===== src/tmt_pkg.sv =====
// Purpose: shared constants and types for the tap and motion timing block
// Assumes: 40 MHz system clock, 8-bit register port behind the serial engine
// Notes:   offsets are the serial register addresses
package tmt_pkg;

   // ==========================================================
   // register addresses
   localparam logic [7:0] ADDR_TILT_DEBOUNCE = 8'h28;
   localparam logic [7:0] ADDR_MOTION_DEBOUNCE = 8'h29;
   localparam logic [7:0] ADDR_GAP = 8'h2b;
   localparam logic [7:0] ADDR_UPPER_THR = 8'h2c;
   localparam logic [7:0] ADDR_LOWER_THR = 8'h2d;
   localparam logic [7:0] ADDR_DURATION = 8'h2e;
   localparam logic [7:0] ADDR_TOTAL = 8'h2f;
   localparam logic [7:0] ADDR_LATENCY = 8'h30;

   // ==========================================================
   // values after reset
   localparam logic [7:0] RST_TILT_DEBOUNCE = 8'h00;
   localparam logic [7:0] RST_MOTION_DEBOUNCE = 8'h00;
   localparam logic [7:0] RST_GAP = 8'h78;
   localparam logic [7:0] RST_UPPER_THR = 8'hcb;
   localparam logic [7:0] RST_LOWER_THR = 8'h1a;
   localparam logic [7:0] RST_DURATION = 8'ha2;
   localparam logic [7:0] RST_TOTAL = 8'h24;
   localparam logic [7:0] RST_LATENCY = 8'h28;

   // ==========================================================
   // field positions
   localparam int LOWER_THR_MSB = 6;
   localparam int UPPER_LSB_POS = 7;
   localparam int DUR_LOW_MSB = 2;
   localparam int DUR_HIGH_LSB = 3;

   // ==========================================================
   // tap rate codes and count scaling
   localparam logic [2:0] TAP_RATE_800 = 3'h6;
   localparam logic [2:0] TAP_RATE_1600 = 3'h7;
   localparam logic [1:0] SCALE_LIM_1 = 2'h0;
   localparam logic [1:0] SCALE_LIM_2 = 2'h1;
   localparam logic [1:0] SCALE_LIM_4 = 2'h3;

   // ==========================================================
   // motion rate timing
   localparam int unsigned CLK_HZ = 40_000_000;
   localparam int unsigned MOTION_FAST_HZ = 200;
   localparam int unsigned MOTION_FAST_CYC = CLK_HZ / MOTION_FAST_HZ;
   localparam logic [1:0] MOTION_RATE_SLOWEST = 2'h3;

   // ==========================================================
   // tap sequencer states
   typedef enum logic [2:0] {
      TMT_IDLE,
      TMT_FIRST,
      TMT_GAP,
      TMT_SECOND,
      TMT_HOLD
   } tmt_tap_st_t;

endpackage


===== src/tmt_core.sv =====
// Purpose: tilt and motion debounce, jerk index and single/double tap timing
// Assumes: sample, tick and candidate inputs come from logic on i_clk
// Notes:   register port is the parallel side of the serial slave
//
// Notes on behaviour
// - a tilt candidate is accepted only after holding for the programmed tilt count of ticks.
// - a motion candidate is accepted only after holding for the programmed motion count of ticks.
// - one tap count is one sample at 400 Hz or lower, two at 800 Hz, four at 1600 Hz.
// - a second tap counts only after at least the gap count has passed since the first.
// - the effective upper jerk threshold is twice the upper register plus bit 7 of the lower register, 0 to 511.
// - the jerk index is the sum of absolute per-axis differences to the previous sample.
// - a sample qualifies when its jerk index is above the low and below the upper threshold.
// - bit 7 of the lower register is the upper threshold's low bit, bits 6:0 the low threshold.
// - a tap lasts at least the 3-bit low limit and at most the 5-bit high limit; the code counts duration only up to the latency count, so longer taps can pass.
// - both taps of a double tap together stay within the total count.
// - above-threshold samples of one tap are counted no further than the latency count.
// - a single tap is reported when the window ends, not when the tap ends.
// - registers reset to their documented values.
// - the motion rate code selects 25, 50, 100 or 200 Hz.
// - a whole single or double tap event lies inside the tap window count.
module tmt_core #(
   parameter int unsigned MOTION_FAST_CYC_P = tmt_pkg::MOTION_FAST_CYC
) (
   input  wire logic               i_clk,
   input  wire logic               i_sys_rst,
   input  wire logic [7:0]         i_reg_addr,
   input  wire logic               i_reg_wr,
   input  wire logic               i_reg_rd,
   input  wire logic [7:0]         i_reg_wdata,
   output logic      [7:0]         o_reg_rdata,
   input  wire logic               i_sample_valid,
   input  wire logic signed [11:0] i_acc_x,
   input  wire logic signed [11:0] i_acc_y,
   input  wire logic signed [11:0] i_acc_z,
   input  wire logic [2:0]         i_tap_rate,
   input  wire logic [7:0]         i_tap_window_count,
   input  wire logic               i_tilt_tick,
   input  wire logic [5:0]         i_tilt_cand,
   input  wire logic [1:0]         i_motion_rate_sel,
   input  wire logic               i_motion_cand,
   output logic      [5:0]         o_tilt_state,
   output logic                    o_motion_state,
   output logic                    o_motion_tick,
   output logic      [13:0]        o_jerk_index,
   output logic                    o_single_tap,
   output logic                    o_double_tap
);

   // ==========================================================
   // state
   typedef struct packed {
      logic [7:0]         tilt_reg;
      logic [7:0]         mot_reg;
      logic [7:0]         gap_reg;
      logic [7:0]         up_reg;
      logic [7:0]         lo_reg;
      logic [7:0]         dur_reg;
      logic [7:0]         tot_reg;
      logic [7:0]         lat_reg;
      logic [7:0]         rdata;
      logic signed [11:0] px;
      logic signed [11:0] py;
      logic signed [11:0] pz;
      logic [13:0]        jerk;
      logic               jvalid;
      logic [5:0]         tilt_cand;
      logic [5:0]         tilt_state;
      logic [7:0]         tilt_timer;
      logic [23:0]        mot_div;
      logic               mot_cand;
      logic               mot_state;
      logic [7:0]         mot_timer;
      logic [1:0]         scale;
      tmt_pkg::tmt_tap_st_t st;
      logic [7:0]         win;
      logic [7:0]         dur;
      logic [7:0]         lat;
      logic [8:0]         tot;
      logic [7:0]         gap;
      logic               single;
      logic               dbl;
   } tmt_state_t;

   tmt_state_t s;
   tmt_state_t n;

   logic [1:0]  scale_lim;
   logic        unit_tick;
   logic        above;
   logic        dur_ok;
   logic [23:0] mot_lim;
   logic [13:0] jerk_now;
   logic [12:0] upper_eff;

   function automatic logic [11:0] tmt_absdiff(input logic signed [11:0] a,
                                               input logic signed [11:0] b);
      logic signed [12:0] d;
      d = {a[11], a} - {b[11], b};
      return d[12] ? 12'(-d) : d[11:0];
   endfunction

   // ==========================================================
   // combinational helpers
   always_comb begin
      jerk_now = {2'h0, tmt_absdiff(i_acc_x, s.px)} + {2'h0, tmt_absdiff(i_acc_y, s.py)}
               + {2'h0, tmt_absdiff(i_acc_z, s.pz)};
      if (i_tap_rate == tmt_pkg::TAP_RATE_1600) begin
         scale_lim = tmt_pkg::SCALE_LIM_4;
      end else if (i_tap_rate == tmt_pkg::TAP_RATE_800) begin
         scale_lim = tmt_pkg::SCALE_LIM_2;
      end else begin
         scale_lim = tmt_pkg::SCALE_LIM_1;
      end
      unit_tick = s.jvalid && (s.scale == scale_lim);
      upper_eff = {4'h0, s.up_reg, s.lo_reg[tmt_pkg::UPPER_LSB_POS]};
      above = (s.jerk > {7'h0, s.lo_reg[tmt_pkg::LOWER_THR_MSB:0]})
           && (s.jerk < {1'b0, upper_eff});
      dur_ok = (s.dur >= {5'h0, s.dur_reg[tmt_pkg::DUR_LOW_MSB:0]})
            && (s.dur <= {3'h0, s.dur_reg[7:tmt_pkg::DUR_HIGH_LSB]});
      mot_lim = 24'(MOTION_FAST_CYC_P) << (tmt_pkg::MOTION_RATE_SLOWEST - i_motion_rate_sel);
   end

   // ==========================================================
   // next state
   always_comb begin
      n = s;
      n.single = 1'b0;
      n.dbl = 1'b0;
      // register port
      if (i_reg_wr) begin
         case (i_reg_addr)
            tmt_pkg::ADDR_TILT_DEBOUNCE:   n.tilt_reg = i_reg_wdata;
            tmt_pkg::ADDR_MOTION_DEBOUNCE: n.mot_reg = i_reg_wdata;
            tmt_pkg::ADDR_GAP:             n.gap_reg = i_reg_wdata;
            tmt_pkg::ADDR_UPPER_THR:       n.up_reg = i_reg_wdata;
            tmt_pkg::ADDR_LOWER_THR:       n.lo_reg = i_reg_wdata;
            tmt_pkg::ADDR_DURATION:        n.dur_reg = i_reg_wdata;
            tmt_pkg::ADDR_TOTAL:           n.tot_reg = i_reg_wdata;
            tmt_pkg::ADDR_LATENCY:         n.lat_reg = i_reg_wdata;
            default:                       n.rdata = s.rdata;
         endcase
      end
      if (i_reg_rd) begin
         case (i_reg_addr)
            tmt_pkg::ADDR_TILT_DEBOUNCE:   n.rdata = s.tilt_reg;
            tmt_pkg::ADDR_MOTION_DEBOUNCE: n.rdata = s.mot_reg;
            tmt_pkg::ADDR_GAP:             n.rdata = s.gap_reg;
            tmt_pkg::ADDR_UPPER_THR:       n.rdata = s.up_reg;
            tmt_pkg::ADDR_LOWER_THR:       n.rdata = s.lo_reg;
            tmt_pkg::ADDR_DURATION:        n.rdata = s.dur_reg;
            tmt_pkg::ADDR_TOTAL:           n.rdata = s.tot_reg;
            tmt_pkg::ADDR_LATENCY:         n.rdata = s.lat_reg;
            default:                       n.rdata = 8'h00;
         endcase
      end
      // jerk index per sample
      n.jvalid = i_sample_valid;
      if (i_sample_valid) begin
         n.px = i_acc_x;
         n.py = i_acc_y;
         n.pz = i_acc_z;
         n.jerk = jerk_now;
      end
      if (s.jvalid) begin
         n.scale = unit_tick ? 2'h0 : s.scale + 2'h1;
      end
      // tilt debounce
      n.tilt_cand = i_tilt_cand;
      if (i_tilt_cand != s.tilt_cand) begin
         n.tilt_timer = s.tilt_reg;
      end else if (i_tilt_tick && (s.tilt_cand != s.tilt_state)) begin
         if (s.tilt_timer == 8'h00) begin
            n.tilt_state = s.tilt_cand;
            n.tilt_timer = s.tilt_reg;
         end else begin
            n.tilt_timer = s.tilt_timer - 8'h01;
         end
      end
      // motion rate divider and debounce
      n.mot_div = o_motion_tick ? 24'h0 : s.mot_div + 24'h1;
      n.mot_cand = i_motion_cand;
      if (i_motion_cand != s.mot_cand) begin
         n.mot_timer = s.mot_reg;
      end else if (o_motion_tick && (s.mot_cand != s.mot_state)) begin
         if (s.mot_timer == 8'h00) begin
            n.mot_state = s.mot_cand;
            n.mot_timer = s.mot_reg;
         end else begin
            n.mot_timer = s.mot_timer - 8'h01;
         end
      end
      // tap sequencer
      if (unit_tick) begin
         if (s.win != 8'hff) begin
            n.win = s.win + 8'h01;
         end
         case (s.st)
            tmt_pkg::TMT_IDLE: begin
               if (above) begin
                  n.st = tmt_pkg::TMT_FIRST;
                  n.win = 8'h01;
                  n.dur = 8'h01;
                  n.lat = 8'h01;
                  n.tot = 9'h001;
               end
            end
            tmt_pkg::TMT_FIRST, tmt_pkg::TMT_SECOND: begin
               if (s.win >= i_tap_window_count) begin
                  n.st = tmt_pkg::TMT_IDLE;
                  n.single = (s.st == tmt_pkg::TMT_SECOND);
               end else if (above) begin
                  if (s.lat < s.lat_reg) begin
                     n.dur = s.dur + 8'h01;
                     n.lat = s.lat + 8'h01;
                     n.tot = s.tot + 9'h001;
                  end
               end else if (s.st == tmt_pkg::TMT_FIRST) begin
                  n.st = dur_ok ? tmt_pkg::TMT_GAP : tmt_pkg::TMT_IDLE;
                  n.gap = 8'h01;
               end else if (dur_ok && (s.tot <= {1'b0, s.tot_reg})) begin
                  n.st = tmt_pkg::TMT_HOLD;
                  n.dbl = 1'b1;
               end else begin
                  n.st = tmt_pkg::TMT_GAP;
                  n.gap = 8'h01;
               end
            end
            tmt_pkg::TMT_GAP: begin
               if (s.gap != 8'hff) begin
                  n.gap = s.gap + 8'h01;
               end
               if (s.win >= i_tap_window_count) begin
                  n.st = tmt_pkg::TMT_IDLE;
                  n.single = 1'b1;
               end else if (above && (s.gap >= s.gap_reg)) begin
                  n.st = tmt_pkg::TMT_SECOND;
                  n.dur = 8'h01;
                  n.lat = 8'h01;
                  n.tot = s.tot + 9'h001;
               end
            end
            tmt_pkg::TMT_HOLD: begin
               if (s.win >= i_tap_window_count) begin
                  n.st = tmt_pkg::TMT_IDLE;
               end
            end
            default: n.st = tmt_pkg::TMT_IDLE;
         endcase
      end
      if (i_sys_rst) begin
         n = '0;
         n.st = tmt_pkg::TMT_IDLE;
         n.tilt_reg = tmt_pkg::RST_TILT_DEBOUNCE;
         n.mot_reg = tmt_pkg::RST_MOTION_DEBOUNCE;
         n.gap_reg = tmt_pkg::RST_GAP;
         n.up_reg = tmt_pkg::RST_UPPER_THR;
         n.lo_reg = tmt_pkg::RST_LOWER_THR;
         n.dur_reg = tmt_pkg::RST_DURATION;
         n.tot_reg = tmt_pkg::RST_TOTAL;
         n.lat_reg = tmt_pkg::RST_LATENCY;
      end
   end

   always_ff @(posedge i_clk) begin
      s <= n;
   end

   // ==========================================================
   // outputs
   assign o_reg_rdata = s.rdata;
   assign o_tilt_state = s.tilt_state;
   assign o_motion_state = s.mot_state;
   assign o_motion_tick = (s.mot_div >= mot_lim - 24'h1);
   assign o_jerk_index = s.jerk;
   assign o_single_tap = s.single;
   assign o_double_tap = s.dbl;

   // ==========================================================
   // assertions
   a_reset_values: assert property (@(posedge i_clk) disable iff (i_sys_rst)
      $past(i_sys_rst) |->
      s.up_reg == 8'hcb && s.lo_reg == 8'h1a && s.tilt_reg == 8'h00 && s.gap_reg == 8'h78)
      else $error("register reset value wrong");
   a_jerk_sum: assert property (@(posedge i_clk) disable iff (i_sys_rst)
      i_sample_valid |=> s.jvalid && s.jerk == $past(jerk_now))
      else $error("jerk index wrong");
   a_scale_four: assert property (@(posedge i_clk) disable iff (i_sys_rst)
      unit_tick && i_tap_rate == 3'h7 |-> s.scale == 2'h3)
      else $error("1600 Hz count not four samples");
   a_tilt_accept: assert property (@(posedge i_clk) disable iff (i_sys_rst)
      s.tilt_state != $past(s.tilt_state) |-> $past(i_tilt_tick) && $past(s.tilt_timer) == 8'h00)
      else $error("tilt accepted early");
   a_motion_accept: assert property (@(posedge i_clk) disable iff (i_sys_rst)
      s.mot_state != $past(s.mot_state) |-> $past(o_motion_tick) && $past(s.mot_timer) == 8'h00)
      else $error("motion accepted early");
   a_reload_cand: assert property (@(posedge i_clk) disable iff (i_sys_rst)
      i_tilt_cand != s.tilt_cand |=> s.tilt_timer == $past(s.tilt_reg))
      else $error("tilt timer not reloaded");
   a_qual_start: assert property (@(posedge i_clk) disable iff (i_sys_rst)
      s.st == tmt_pkg::TMT_IDLE ##1 s.st == tmt_pkg::TMT_FIRST |->
      $past(s.jerk) > {7'h0, $past(s.lo_reg[6:0])} &&
      $past(s.jerk) < {5'h0, $past(s.up_reg), $past(s.lo_reg[7])})
      else $error("tap started outside thresholds");
   a_dur_limit: assert property (@(posedge i_clk) disable iff (i_sys_rst)
      s.st == tmt_pkg::TMT_FIRST ##1 s.st == tmt_pkg::TMT_GAP |->
      $past(s.dur) >= {5'h0, $past(s.dur_reg[2:0])} && $past(s.dur) <= {3'h0, $past(s.dur_reg[7:3])})
      else $error("tap duration outside limits");
   a_gap_min: assert property (@(posedge i_clk) disable iff (i_sys_rst)
      s.st == tmt_pkg::TMT_GAP ##1 s.st == tmt_pkg::TMT_SECOND |-> $past(s.gap) >= $past(s.gap_reg))
      else $error("second tap too soon");
   a_total_time: assert property (@(posedge i_clk) disable iff (i_sys_rst)
      o_double_tap |-> $past(s.tot) <= {1'b0, s.tot_reg} && s.st == tmt_pkg::TMT_HOLD)
      else $error("double tap over total time");
   a_latency_cap: assert property (@(posedge i_clk) disable iff (i_sys_rst)
      s.st == tmt_pkg::TMT_FIRST |-> s.lat <= s.lat_reg || s.lat == 8'h01)
      else $error("latency count exceeded");
   a_single_window: assert property (@(posedge i_clk) disable iff (i_sys_rst)
      o_single_tap |-> $past(s.win) >= $past(i_tap_window_count) && s.st == tmt_pkg::TMT_IDLE)
      else $error("single tap before window end");

endmodule


===== config.mk =====
export PLATFORM = sky130hd
export DESIGN_NAME = tmt_core
export DESIGN_NICKNAME = d
export VERILOG_FILES = /design/src/tmt_pkg.sv /design/src/tmt_core.sv
export SDC_FILE = /design/constraint.sdc
export NUM_CORES = 1
export LEC_CHECK = 0
export ABC_AREA = 1
export ABC_CLOCK_PERIOD_IN_PS = 4700
export BUFFER_PORTS_ARGS = -buffer_cell sky130_fd_sc_hd__buf_2
export CORE_MARGIN = 3
export CORE_UTILIZATION = 50
export CTS_BUF_LIST = sky130_fd_sc_hd__clkbuf_8
export CTS_CLUSTER_SIZE = 14
export DETAILED_ROUTE_END_ITERATION = 6
export GPL_TIMING_DRIVEN = 0
export PLACE_DENSITY_LB_ADDON = 0.1
export SETUP_SLACK_MARGIN = 0.02
export SYNTH_ARGS = -nofsm -noshare
export SYNTH_HDL_FRONTEND = slang
export SYNTH_SLANG_ARGS = --single-unit
export TNS_END_PERCENT = 5

===== constraint.sdc =====
create_clock -name i_clk -period 4.7 [get_ports i_clk]
set_input_delay 0.235 -clock i_clk [delete_from_list [all_inputs] [get_ports i_clk]]
set_output_delay 0.235 -clock i_clk [all_outputs]
set_load 0.01 [all_outputs]

# [Word-level counts from Yosys, hierarchy flattened]
# Cells that the tools add are included.
[op_classes] add_sub_neg=19 magnitude_cmp=9 eq_ne=33 shifts=1 muxes=40 n_bitwise=4 reduce_logical=31
[op_table] cell="2-to-1 mux 8 bit" n=13
[op_table] cell="2-to-1 mux 25 bit" n=4
[op_table] cell="case mux 25 bit (3 select lines)" n=1
[op_table] cell="equality test 8 x 6 -> 1 bit, second input constant" n=8
[op_table] cell="case mux 8 bit (8 select lines)" n=1
[op_table] cell="subtractor 12 x 12 -> 13 bit" n=3
[op_table] cell="2-to-1 mux 12 bit" n=3
[op_table] cell="2-to-1 mux 36 bit" n=1
[op_table] cell="negation 12 bit" n=3
[op_table] cell="2-to-1 mux 33 bit" n=1
[op_table] cell="adder 8 x 1 -> 8 bit, second input constant" n=4
[op_table] cell="adder 24 x 1 -> 24 bit, second input constant" n=1
[op_table] cell=">= comparator 24 bit" n=1
[op_table] cell="<< shifter 18 x 2 -> 24 bit, first input constant" n=1
[op_table] cell="subtractor 24 x 1 -> 24 bit, second input constant" n=1
[op_table] cell="2-to-1 mux 3 bit" n=7
[op_table] cell="inequality test 2 bit, second input constant" n=9
[op_table] cell="case mux 9 bit (2 select lines)" n=1
[op_table] cell=">= comparator 8 bit" n=2
[op_table] cell="zero test 8 bit" n=2
[op_table] cell="inequality test 8 bit, second input constant" n=2
[op_table] cell="AND reduction 2 bit" n=8
[op_table] cell="subtractor 8 x 1 -> 8 bit, second input constant" n=2
[op_table] cell="adder 13 x 12 -> 14 bit" n=1
[op_table] cell="other kinds (31)" n=57
[totals] register_bits=225 input_bits=78 output_inout_bits=32 word_cells=167

# [Depth between registers and ports, before layout]
# Gate-level depths: netlist of the first run.
[depth] ltp_word=8 depth_mapped=30 depth_no_buf=30

# [Worst setup path before layout of the first run]
# No wires, ideal clock.
[synth_path] path_type="register -> register" startpoint="register s[141] (netlist bit)" endpoint="register s (netlist bit o_jerk_index[9])" setup_ps=115 arrival_time_ps=3618 t_required_ps=4585 slack_ps=967 path_stages_with_launch=24 path_buffers=0 synth_period_minus_slack_ps=3733 path_cell_list="dfxtp_1 > ha_1 > fa_1 > nor2_1 > nor2_2 > inv_1 > nand3_1 > nand4_1 > nand2_1 > o21ai_2 > inv_1 > nand2_1 > xor2_1 > inv_1 > fa_1 > inv_1 > ha_1 > a21oi_1 > o21ai_0 > a21oi_1 > o21ai_0 > xor2_1 > o21ai_0 > inv_1"
[synth_via] elab_chain_cells=5
[synth_lines] element="from (decl)" line_no="tmt_core.sv:84" text="tmt_state_t s;"
[synth_lines] element="from (signal assigned)" line_no="tmt_core.sv:265" text="s <= n;"
[synth_lines] element="subtractor 12 x 12 -> 13 bit (*)" line_no="tmt_core.sv:98" text="d = {a[11], a} - {b[11], b};"
[synth_lines] element="negation 12 bit" line_no="tmt_core.sv:99" text="return d[12] ? 12'(-d) : d[11:0];"
[synth_lines] element="2-to-1 mux 12 bit (*)" line_no="tmt_core.sv:99"
[synth_lines] element="adder 12 x 12 -> 13 bit (*)" line_no="tmt_core.sv:105" text="jerk_now = {2'h0, tmt_absdiff(i_acc_x, s.px)} + {2'h0, tmt_absdiff(i_acc_y, s.py)}"
[synth_lines] element="adder 13 x 12 -> 14 bit (*)" line_no="tmt_core.sv:106" text="+ {2'h0, tmt_absdiff(i_acc_z, s.pz)};"
# Every way passes the cells marked *; elsewhere a longest branch is shown, timed or not.
# A chain may end at the register's enable or synchronous reset.

# [Final worst setup path of the first run]
[layout_path] startpoint="input i_acc_x[0]" endpoint="register s (netlist bit o_jerk_index[9])"
[layout_via] elab_chain_cells=5
[layout_lines] element="from (decl)" line_no="tmt_core.sv:32" text="input wire logic signed [11:0] i_acc_x,"
[layout_lines] element="subtractor 12 x 12 -> 13 bit (*)" line_no="tmt_core.sv:98"
[layout_lines] element="negation 12 bit" line_no="tmt_core.sv:99"
[layout_lines] element="2-to-1 mux 12 bit (*)" line_no="tmt_core.sv:99"
[layout_lines] element="adder 12 x 12 -> 13 bit (*)" line_no="tmt_core.sv:105"
[layout_lines] element="adder 13 x 12 -> 14 bit (*)" line_no="tmt_core.sv:106"
# Marks and branches as above.

==> results of run 1 <==
## what timing repair did
| action | in CTS | in global routing |
|---|---|---|
| hold endpoints to repair | 43 | 0 |
| resized for setup | 0 | 11 |
| hold buffers | 43 | 0 |
| endpoints found under the setup margin | 0 | 6 |
## layout make-up
class | instances | area [um^2] | share of cell area [%]
multi-input cells | 1694 | 9646 | 52.12
plain buffers | 71 | 397.9 | 2.150
flip-flops and latches | 225 | 4504 | 24.34
well taps | 396 | 495.5 | 2.677
repair buffers | 151 | 970.9 | 5.247
clock buffers | 55 | 757.0 | 4.091
clock inverters | 23 | 210.2 | 1.136
inverters | 406 | 1524 | 8.235
## synthesized netlist by cell type (3+ instances only)
cell type | number | area, um^2
fa_1 | 16 | 320.3
buf_2 | 3 | 15.01
inv_1 | 387 | 1453
nand3_1 | 104 | 520.5
ha_1 | 137 | 1714
nand4_1 | 45 | 281.5
nor2_4 | 9 | 101.4
o211ai_1 | 15 | 112.6
dfxtp_1 | 225 | 4504
o21bai_1 | 3 | 22.52
nor4_1 | 7 | 43.79
buf_4 | 28 | 210.2
nand2_2 | 9 | 56.30
a21oi_1 | 223 | 1116
nand2_1 | 454 | 1704
a31oi_1 | 6 | 37.54
o21ai_0 | 173 | 865.8
a21oi_2 | 8 | 70.07
a211oi_1 | 5 | 37.54
xor2_1 | 36 | 315.3
nor2_1 | 262 | 983.4
o22ai_1 | 28 | 175.2
nor3_1 | 42 | 210.2
or2_0 | 4 | 25.02
nor3b_1 | 7 | 52.55
xnor2_1 | 30 | 262.8
inv_2 | 15 | 56.30
clkinv_1 | 4 | 15.01
o21ai_1 | 14 | 70.07
buf_6 | 3 | 33.78
clkbuf_1 | 36 | 135.1
o21a_1 | 3 | 22.52
nor3_2 | 4 | 40.04
nand3b_1 | 14 | 105.1
nor2_2 | 5 | 31.28
## final timing paths
kind	from	end	slack, ns	depth (start not counted)
setup / recovery	i_acc_x[0]	o_jerk_index[9]	0.34	26
hold / removal	i_reg_rd	o_reg_rdata[5]	0.04	3
setup reg to reg	s[141]	o_jerk_index[9]	0.38	23
hold reg to reg	s[58]	s[58]	0.45	1
## through the flow
step,util [%],cells
floorplan,-,2396
global placement,54.93,2900
detailed placement,54.93,2900
CTS,59.43,3021
global route,59.56,3021
finish,59.56,3021
## cells by family after synthesis
logic type | count (synthesis) | synth area share [%]
other cells | 1 | 0.02341
buf+inv | 477 | 12.00
xor+xnor | 67 | 3.710
flops | 225 | 28.12
compound gates | 488 | 16.38
simple gates | 982 | 27.08
fa+ha+maj | 153 | 12.70
## registers in the layout, indices dropped and copies added, names as in the netlist
signal	cells
o_tilt_state	6
o_reg_rdata	8
o_motion_state	1
s	194
o_single_tap	1
o_jerk_index	14
o_double_tap	1
## where the power goes
group	internal (uW)	leakage [uW]	switching, uW
clock	1270	0.000540	885
sequential	2040	0.00183	147
combinational	1180	0.00659	2000
## per-layer routing
layer | part of all wire (%) | global-route usage [%]
met2 | 46 | 44.74
met1 | 45 | 33.85
met5 | 0 | 0
met4 | 3.6 | 9.574
met3 | 5.1 | 3.731
## critical path, cell delays in order
cell and delay, ns:
dlygate4sd3_1 0.52, buf_2 0.09, inv_1 0.04, ha_1 0.24, fa_1 0.45, nor2_1 0.15, nor2_2 0.08, inv_1 0.08
nand3_1 0.07, nand4_1 0.11, nand2_1 0.07, o21ai_2 0.15, inv_1 0.16, nand2_1 0.10, xor2_1 0.14, inv_1 0.09
fa_1 0.53, inv_1 0.04, ha_1 0.36, a21oi_1 0.19, o21ai_0 0.15, a21oi_1 0.22, o21ai_0 0.13, xor2_1 0.17
o21ai_0 0.17, inv_1 0.05
==> impl_metrics.tcl, run 1 <==
set metrics [dict create \
    drc_errors 0 \
    p_leak_uw 0.008961 \
    rows 64 \
    ys_warn_count 0 \
    cp_data_arrival_time_ns 4.81 \
    synthArstFlopShare_pct 0 \
    die_y_um 185 \
    final_cell_mix "nand2_1, inv_1, nor2_1" \
    n_fill_cell 3049 \
    hp-class "input pin to register" \
    grt_overflow_total 0 \
    ant_nets 0 \
    synthCells 2393 \
    core_um2 31070 \
    start_util_pct 51.56 \
    die_x_um 185 \
    status "finished clean" \
    setup_viol 0 \
    grt_setup_unrepaired "true" \
    mostFrequentLayoutCell "nand2_1" \
    power_uw 7523 \
    dp_slack_ns 0.3565 \
    num-nets-final 2822 \
    yosysUniqueCellTypes 56 \
    routedWlPerCell_um 14.77 \
    min_period_ns 4.360 \
    track_usage_pct 26.23 \
    fin_crit_sh_pct 92.76 \
    gp_congestion 0.9444 \
    drt-initial-drc-count 915 \
    dpl-instance-area_um2 17070 \
    cts_root_buf "clkbuf_8" \
    hpwlAfterDp_um 34310 \
    io-pin-count 110 \
    slew_headroom_pct 37.78 \
    vias 15800 \
    ys.flop_type "dfxtp_1" \
    required_ns 5.15 \
    totalWireLength_um 44630 \
    report.final.slew_viol_count 0 \
    area_growth_pct 15.51 \
    drive_gt1_share_pct 10.78 \
    cts_setup_buffers 0 \
    fin_skew_ns 0.02265 \
    htree_num_levels 2 \
    fin_area_um2 18510 \
    antenna_cells 0 \
    first_global_vias 15100 \
    endpoint_kind "register" \
    cts.sinks 225 \
    critPathLaunchType "input pin" \
    clk-insertion-delay-late_ns 0.58 \
    maxCapViolCount 0 \
    numCtsBuffers 42 \
    avgSynthCellArea_um2 6.695 \
    finalSetupTns_ns 0 \
    port_buffers 108 \
    peakVddDrop_mv 0.2913 \
    grt_pass1_wl_um 72950 \
    clk_path_buf_depth 3 \
    tightest_slew_ns 0.9333 \
    power_density_nw_per_um2 406.6 \
    synth_area_um2 16020 \
    criticalPathCategory "input pin to register" \
    crit_fanout 8 \
    postLayoutSetupSlackWorst_ns 0.3405 \
    die_area_um2 34230 \
    drt_pass1_iterations 6 \
    clk_pin_slew_worst_paths_ns 0.07 \
    tritoncts "yes" \
    grt_max_degree 12 \
    synth_edf_count 0 \
    hold_viol_final 0 \
    ys_seq_area_share_pct 28.12 \
    ys_ff_latch 225 \
    fmax_mhz 229.4 \
    antenna_found_initial 0 \
    drt-vias-per-instance 5.230 \
    hold_slack_ns 0.03980 \
]
(Power assumes the default switching activity.)
==> run 2, diff against run 1 <==
--- a/config.mk
+++ b/config.mk
@@ -6,7 +6,6 @@
 export NUM_CORES = 1
 export LEC_CHECK = 0
 export ABC_AREA = 1
-export ABC_CLOCK_PERIOD_IN_PS = 4700
 export BUFFER_PORTS_ARGS = -buffer_cell sky130_fd_sc_hd__buf_2
 export CORE_MARGIN = 3
 export CORE_UTILIZATION = 50
==> constraint.sdc (replaced) <==
create_clock -name i_clk -period 3.72 [get_ports i_clk]
set_input_delay 0.186 -clock i_clk [delete_from_list [all_inputs] [get_ports i_clk]]
set_output_delay 0.186 -clock i_clk [all_outputs]
set_load 0.01 [all_outputs]
==> run 2 against run 1 <==
Compared with the run above:
- the flow now finishes with violations (negative setup slack)
- sequential share of layout area fell by 1.4 points
- via count rose by 2.7%
- sequential power rose by 26%
==> impl_metrics.tcl, run 2 (same netlist as run 1, synthesis figures left out) <==
set metrics [dict create \
    status "finished with violations" \
    violations "negative setup slack" \
    grt_max_degree 11 \
    maxCapViolCount 0 \
    slew_headroom_pct 35.95 \
    drt-initial-drc-count 1012 \
    clk-insertion-delay-late_ns 0.57 \
    cts_root_buf "clkbuf_8" \
    critPathLaunchType "register" \
    hp-class "input pin to register" \
    core_um2 31070 \
    mostFrequentLayoutCell "nand2_1" \
    dp_slack_ns -0.5398 \
    numCtsBuffers 43 \
    postLayoutSetupSlackWorst_ns -0.1875 \
    fmax_mhz 255.9 \
    port_buffers 108 \
    crit_family "adder cells" \
    area_growth_pct 22.44 \
    holdCritStartpoint "i_reg_wdata[0]" \
    crit_top_cell "inv_1" \
    fin_skew_ns 0.03089 \
    antenna_cells 0 \
    drt-vias-per-instance 5.299 \
    r2r_end "o_jerk_index[9]" \
    totalWireLength_um 46400 \
    crit_fanout 5 \
    drc_errors 0 \
    p_leak_uw 0.009228 \
    hpwlAfterDp_um 34010 \
    fin_cells 3062 \
    tritoncts "yes" \
    slowest_stage "fa_1" \
    power_density_nw_per_um2 547.2 \
    drive_gt1_share_pct 17.52 \
    die_y_um 185 \
    track_usage_pct 26.69 \
    regMostFlops "s" \
    start_util_pct 51.56 \
    clk_pin_slew_worst_paths_ns 0.06 \
    num-nets-final 2866 \
    tightest_slew_ns 0.9607 \
    vias 16230 \
    r2r_setup_slack_ns -0.19 \
    grt_pass1_wl_um 74680 \
    die_x_um 185 \
    drt_pass1_iterations 7 \
    endpoint_kind "register" \
    gp_congestion 0.9530 \
    hold_viol_final 0 \
    grt_overflow_total 0 \
    required_ns 4.22 \
    ant_nets 0 \
    criticalPathCategory "register to register" \
    cts.sinks 225 \
    hold_depth 3 \
    hold_end "s[193]" \
    cp_data_arrival_time_ns 4.41 \
    finalSetupTns_ns -0.7807 \
    worst-r2r-cell-count 24 \
    routedWlPerCell_um 15.15 \
    peakVddDrop_mv 0.6968 \
    report.final.slew_viol_count 0 \
    die_area_um2 34230 \
    min_period_ns 3.908 \
    dpl.cell_count 2900 \
    clk_path_buf_depth 3 \
    grt_setup_unrepaired "true" \
    htree_num_levels 2 \
    io-pin-count 110 \
    path_cells "inv_1 -> ha_4 -> nand2_2 -> inv_1 -> nand2_1 -> nand2_1 -> nand2_1 -> nand3_1 -> nand2_2 -> a22oi_4 -> buf_12 -> buf_4 -> o21ai_4 -> fa_1 -> inv_1 -> ha_2 -> inv_1 -> fa_2 -> inv_1 -> a21oi_2 -> o21ai_2 -> xor2_1 -> o21ai_0 -> inv_1" \
    critPathMaxStageDelay_ns 0.46 \
    first_global_vias 15540 \
    critPathBufInv 8 \
    hold_slack_ns 0.04898 \
    rows 64 \
    crit_path_start "s[133]" \
    dpl-instance-area_um2 17070 \
    largest_register_ffs 194 \
    r2r_start "s[133]" \
    setup_viol 9 \
    fin_crit_sh_pct 105.0 \
    antenna_found_initial 0 \
    final_cell_mix "nand2_1, inv_1, nor2_1" \
    fin_area_um2 19620 \
]
==> run 2: power breakdown <==
part / total [uW] / switching, uW / internal, uW
sequential: 2760 / 181 / 2580
clock: 2360 / 1100 / 1270
combinational: 5610 / 3280 / 2330
total: 10700 / 4560 / 6180
==> run 2: how the worst max path moves through the flow <==
stage | endpoint | slack [ns] | cells after the start
after floorplan | o_jerk_index[13] | 0.002 | 23
after global routing | o_jerk_index[9] | -0.35 | 23
after detailed placement | o_jerk_index[12] | -0.54 | 27
after global placement | o_jerk_index[9] | -0.52 | 22
final | o_jerk_index[9] | -0.19 | 24
after CTS | o_jerk_index[13] | -0.16 | 26
==> run 2: repair_timing <==
| action | 4_1_cts | 5_1_grt |
|---|---|---|
| hold buffers | 45 | 0 |
| gates resized for setup | 112 | 109 |
| endpoints found under the hold margin | 51 | 0 |
| buffers inserted | 30 | 12 |
| pin swaps | 36 | 53 |
| endpoints found under the setup margin | 11 | 11 |
==> run 2: layout make-up <==
cell class	instances	area, um^2
timing repair buffer	194	1323
buffer	71	397.9
inverter	406	1529
clock buffer	49	674.4
clock inverter	27	137.6
sequential	225	4508
tap	396	495.5
multi-input combinational	1694	10550
fill	2853	11450
==> run 2: stage by stage <==
step	power [uW]	utilization, %
2_1_floorplan	5668	-
3_3_place_gp	6625	54.93
3_5_place_dp	6681	54.93
4_1_cts	9909	61.49
5_1_grt	11440	63.13
6_report	10730	63.13
==> run 2: per-layer routing <==
layer	vias to the layer above	wire length (um)	track usage, %
met5	-	0	0
met4	0	1561	9.874
met3	108	2461	4.262
met2	411	21790	45.77
met1	7462	20590	33.92
li1	8246	-	-
==> run 2: worst register-to-register path: cells and delay by family (launching register included) <==
kind | cells | cell delay [ns]
simple gates | 6 | 0.53
fa+ha+maj | 4 | 1.37
buf+inv | 8 | 0.77
xor+xnor | 1 | 0.23
compound gates | 5 | 0.63
flops | 1 | 0.31
==> run 3, diff against run 2 <==
--- a/config.mk
+++ b/config.mk
@@ -5,7 +5,6 @@
 export SDC_FILE = /design/constraint.sdc
 export NUM_CORES = 1
 export LEC_CHECK = 0
-export ABC_AREA = 1
 export BUFFER_PORTS_ARGS = -buffer_cell sky130_fd_sc_hd__buf_2
 export CORE_MARGIN = 3
 export CORE_UTILIZATION = 50
==> run 3 against run 2 <==
Compared with the run above:
- the flow still finishes with violations (negative setup slack)
- routed wire length fell by 14%
- first-iteration DRC count fell by 2.7%
- worst hold slack gained 0.066 ns
- flip-flop and latch count stayed put
- global-route usage decreased by 1.9 points
- die area fell by 7.2%
- clock skew shrank 0.0065 ns
- register-to-register slack got worse by 0.79 ns
- critical path type unchanged
==> impl_metrics.tcl, run 3 <==
set metrics [dict create \
    hpwlAfterDp_um 29950 \
    ys.flop_type "dfxtp_1" \
    grt_overflow_total 0 \
    cp_data_arrival_time_ns 5.16 \
    fin_cells 2459 \
    grt_pass1_wl_um 64120 \
    drt-initial-drc-count 985 \
    drt_pass1_iterations 5 \
    clk_path_buf_depth 3 \
    regMostFlops "s" \
    peakVddDrop_mv 0.3485 \
    drt-vias-per-instance 5.569 \
    critPathLaunchType "register" \
    clk_pin_slew_worst_paths_ns 0.07 \
    numCtsBuffers 42 \
    multi_input_area_um2 9448 \
    antenna_found_initial 0 \
    grt_setup_unrepaired "true" \
    p_leak_uw 0.007547 \
    area_growth_pct 17.42 \
    dpl.cell_count 2329 \
    num-nets-final 2275 \
    fin_skew_ns 0.02434 \
    vias 13690 \
    antenna_cells 0 \
    die_y_um 178.3 \
    core_um2 28940 \
    start_util_pct 51.27 \
    fin_area_um2 17420 \
    io-pin-count 110 \
    hold_slack_ns 0.1152 \
    n_fill_cell 2694 \
    synthCells 1845 \
    drive_gt1_share_pct 12.58 \
    first_global_vias 12800 \
    tritoncts "yes" \
    cts.sinks 225 \
    grt_max_degree 12 \
    hp-class "input pin to register" \
    gp_congestion 0.9235 \
    cts_root_buf "clkbuf_8" \
    power_density_nw_per_um2 498.3 \
    synthArstFlopShare_pct 0 \
    synth_edf_count 0 \
    fin_crit_sh_pct 126.3 \
    ys_ff_latch 225 \
    track_usage_pct 24.75 \
    ys_warn_count 0 \
    final_cell_mix "dfxtp_1, nor2_1, inv_1" \
    port_buffers 97 \
    setup_viol 12 \
    die_area_um2 31770 \
    postLayoutSetupSlackWorst_ns -0.9795 \
    htree_num_levels 2 \
    synth_area_um2 14840 \
    rows 62 \
    routedWlPerCell_um 16.28 \
    maxCapViolCount 0 \
    report.final.slew_viol_count 0 \
    min_period_ns 4.699 \
    synthTopCellsByArea "dfxtp_1, ha_1, a21oi_1" \
    endpoint_kind "register" \
    dpl-instance-area_um2 15900 \
    crit_fanout 5 \
    mostFrequentLayoutCell "dfxtp_1" \
    totalWireLength_um 40040 \
    criticalPathCategory "register to register" \
    largest_register_ffs 194 \
    drc_errors 0 \
    synth_top_area_share_pct 30.36 \
    ff_latch_area_um2 4506 \
    yosys-top-cells-count "dfxtp_1, nor2_1, inv_1, a21oi_1, nand2_1" \
    violations "negative setup slack" \
    finalSetupTns_ns -7.739 \
    final_core_util_pct 60.21 \
    slew_headroom_pct 28.92 \
    clk-insertion-delay-late_ns 0.56 \
    synth_top_area_cell "dfxtp_1" \
    required_ns 4.18 \
    fmax_mhz 212.8 \
    yosysUniqueCellTypes 84 \
    die_x_um 178.3 \
    tightest_slew_ns 1.058 \
    hold_viol_final 0 \
    avgSynthCellArea_um2 8.041 \
    ant_nets 0 \
    status "finished with violations" \
    ys_seq_area_share_pct 30.36 \
    synth.most_common_cell "dfxtp_1" \
]
[run 3: cell count changes in the layout (fill, tap and decap cells not counted), sizes merged, moves of 27 or more]
cell,change
inv,-250
o21ai,-114
nand2,-324
o22ai,-27
nor2,-101
nand4,-34
buf,-36
mux2i,+57
clkbuf,+30
a21o,+34
a21oi,-85
[run 3: what timing repair did]
action	4_1_cts	5_1_grt
endpoints found under the hold margin	44	0
gates resized for setup	15	7
hold buffers	43	0
pin swaps	20	5
cloned	0	0
endpoints found under the setup margin	13	15
setup buffers	12	0
[run 3: through the flow]
step           worst slack, ns  total power (uW)
6_report               -0.9795              8680
5_1_grt                 -1.179              9244
4_1_cts                -0.9764              8673
3_5_place_dp            -1.359              5895
3_3_place_gp            -1.317              5836
2_1_floorplan          -0.7430              5207
[run 3: final timing paths]
kind,start,endpoint,slack [ns],depth (start not counted)
setup / recovery,s[117],o_jerk_index[12],-0.98,24
hold / removal,i_reg_wdata[6],s[215],0.12,3
setup reg to reg,s[117],o_jerk_index[12],-0.98,24
hold reg to reg,s[58],s[58],0.46,1
[run 3: cells by family (layout without fill, tap and decap cells)]
logic type	Yosys count	in the layout	synth area share (%)
mux	59	59	3.998
buf+inv	259	486	7.320
xor+xnor	103	103	6.081
compound gates	407	407	17.55
other cells	1	4	0.02528
fa+ha+maj	153	153	13.71
simple gates	638	638	20.95
flops	225	225	30.36
[run 3: final cells by class]
class                   count  area share (%)
plain buffers             100           2.830
repair buffers            152           5.775
flip-flops and latches    225           25.86
inverters                 159           3.426
clock buffers              54           4.266
clock inverters            21          0.8475
well taps                 384           2.758
multi-input cells        1364           54.23
[run 3: worst max-delay path, stage by stage (launching register included)]
cell	delay, ns
dfxtp_2	0.35
ha_4	0.14
inv_2	0.04
fa_2	0.34
a21o_1	0.20
a221oi_4	0.26
a21oi_2	0.10
a21oi_2	0.16
o21bai_2	0.08
a21oi_2	0.21
a21oi_4	0.12
nor2_2	0.14
xor2_2	0.25
fa_2	0.53
inv_2	0.08
ha_4	0.18
a21o_1	0.16
a21oi_2	0.15
o21bai_1	0.10
a31oi_1	0.25
o21ai_1	0.13
a21o_1	0.19
a21oi_2	0.13
xnor2_1	0.08
a211oi_1	0.22
[run 3: power by group]
part / internal (uW) / leakage (uW) / switching (uW)
clock: 1440 / 0.000508 / 1100
combinational: 1550 / 0.00521 / 1910
sequential: 2540 / 0.00183 / 134
total: 5540 / 0.00755 / 3140
[run 3: per-layer routing]
| layer | global-route usage, % | routed length, um |
|---|---|---|
| met1 | 32.87 | 17920 |
| met2 | 40.32 | 18160 |
| met3 | 4.044 | 2463 |
| met4 | 9.578 | 1491 |
| met5 | 0 | 0 |
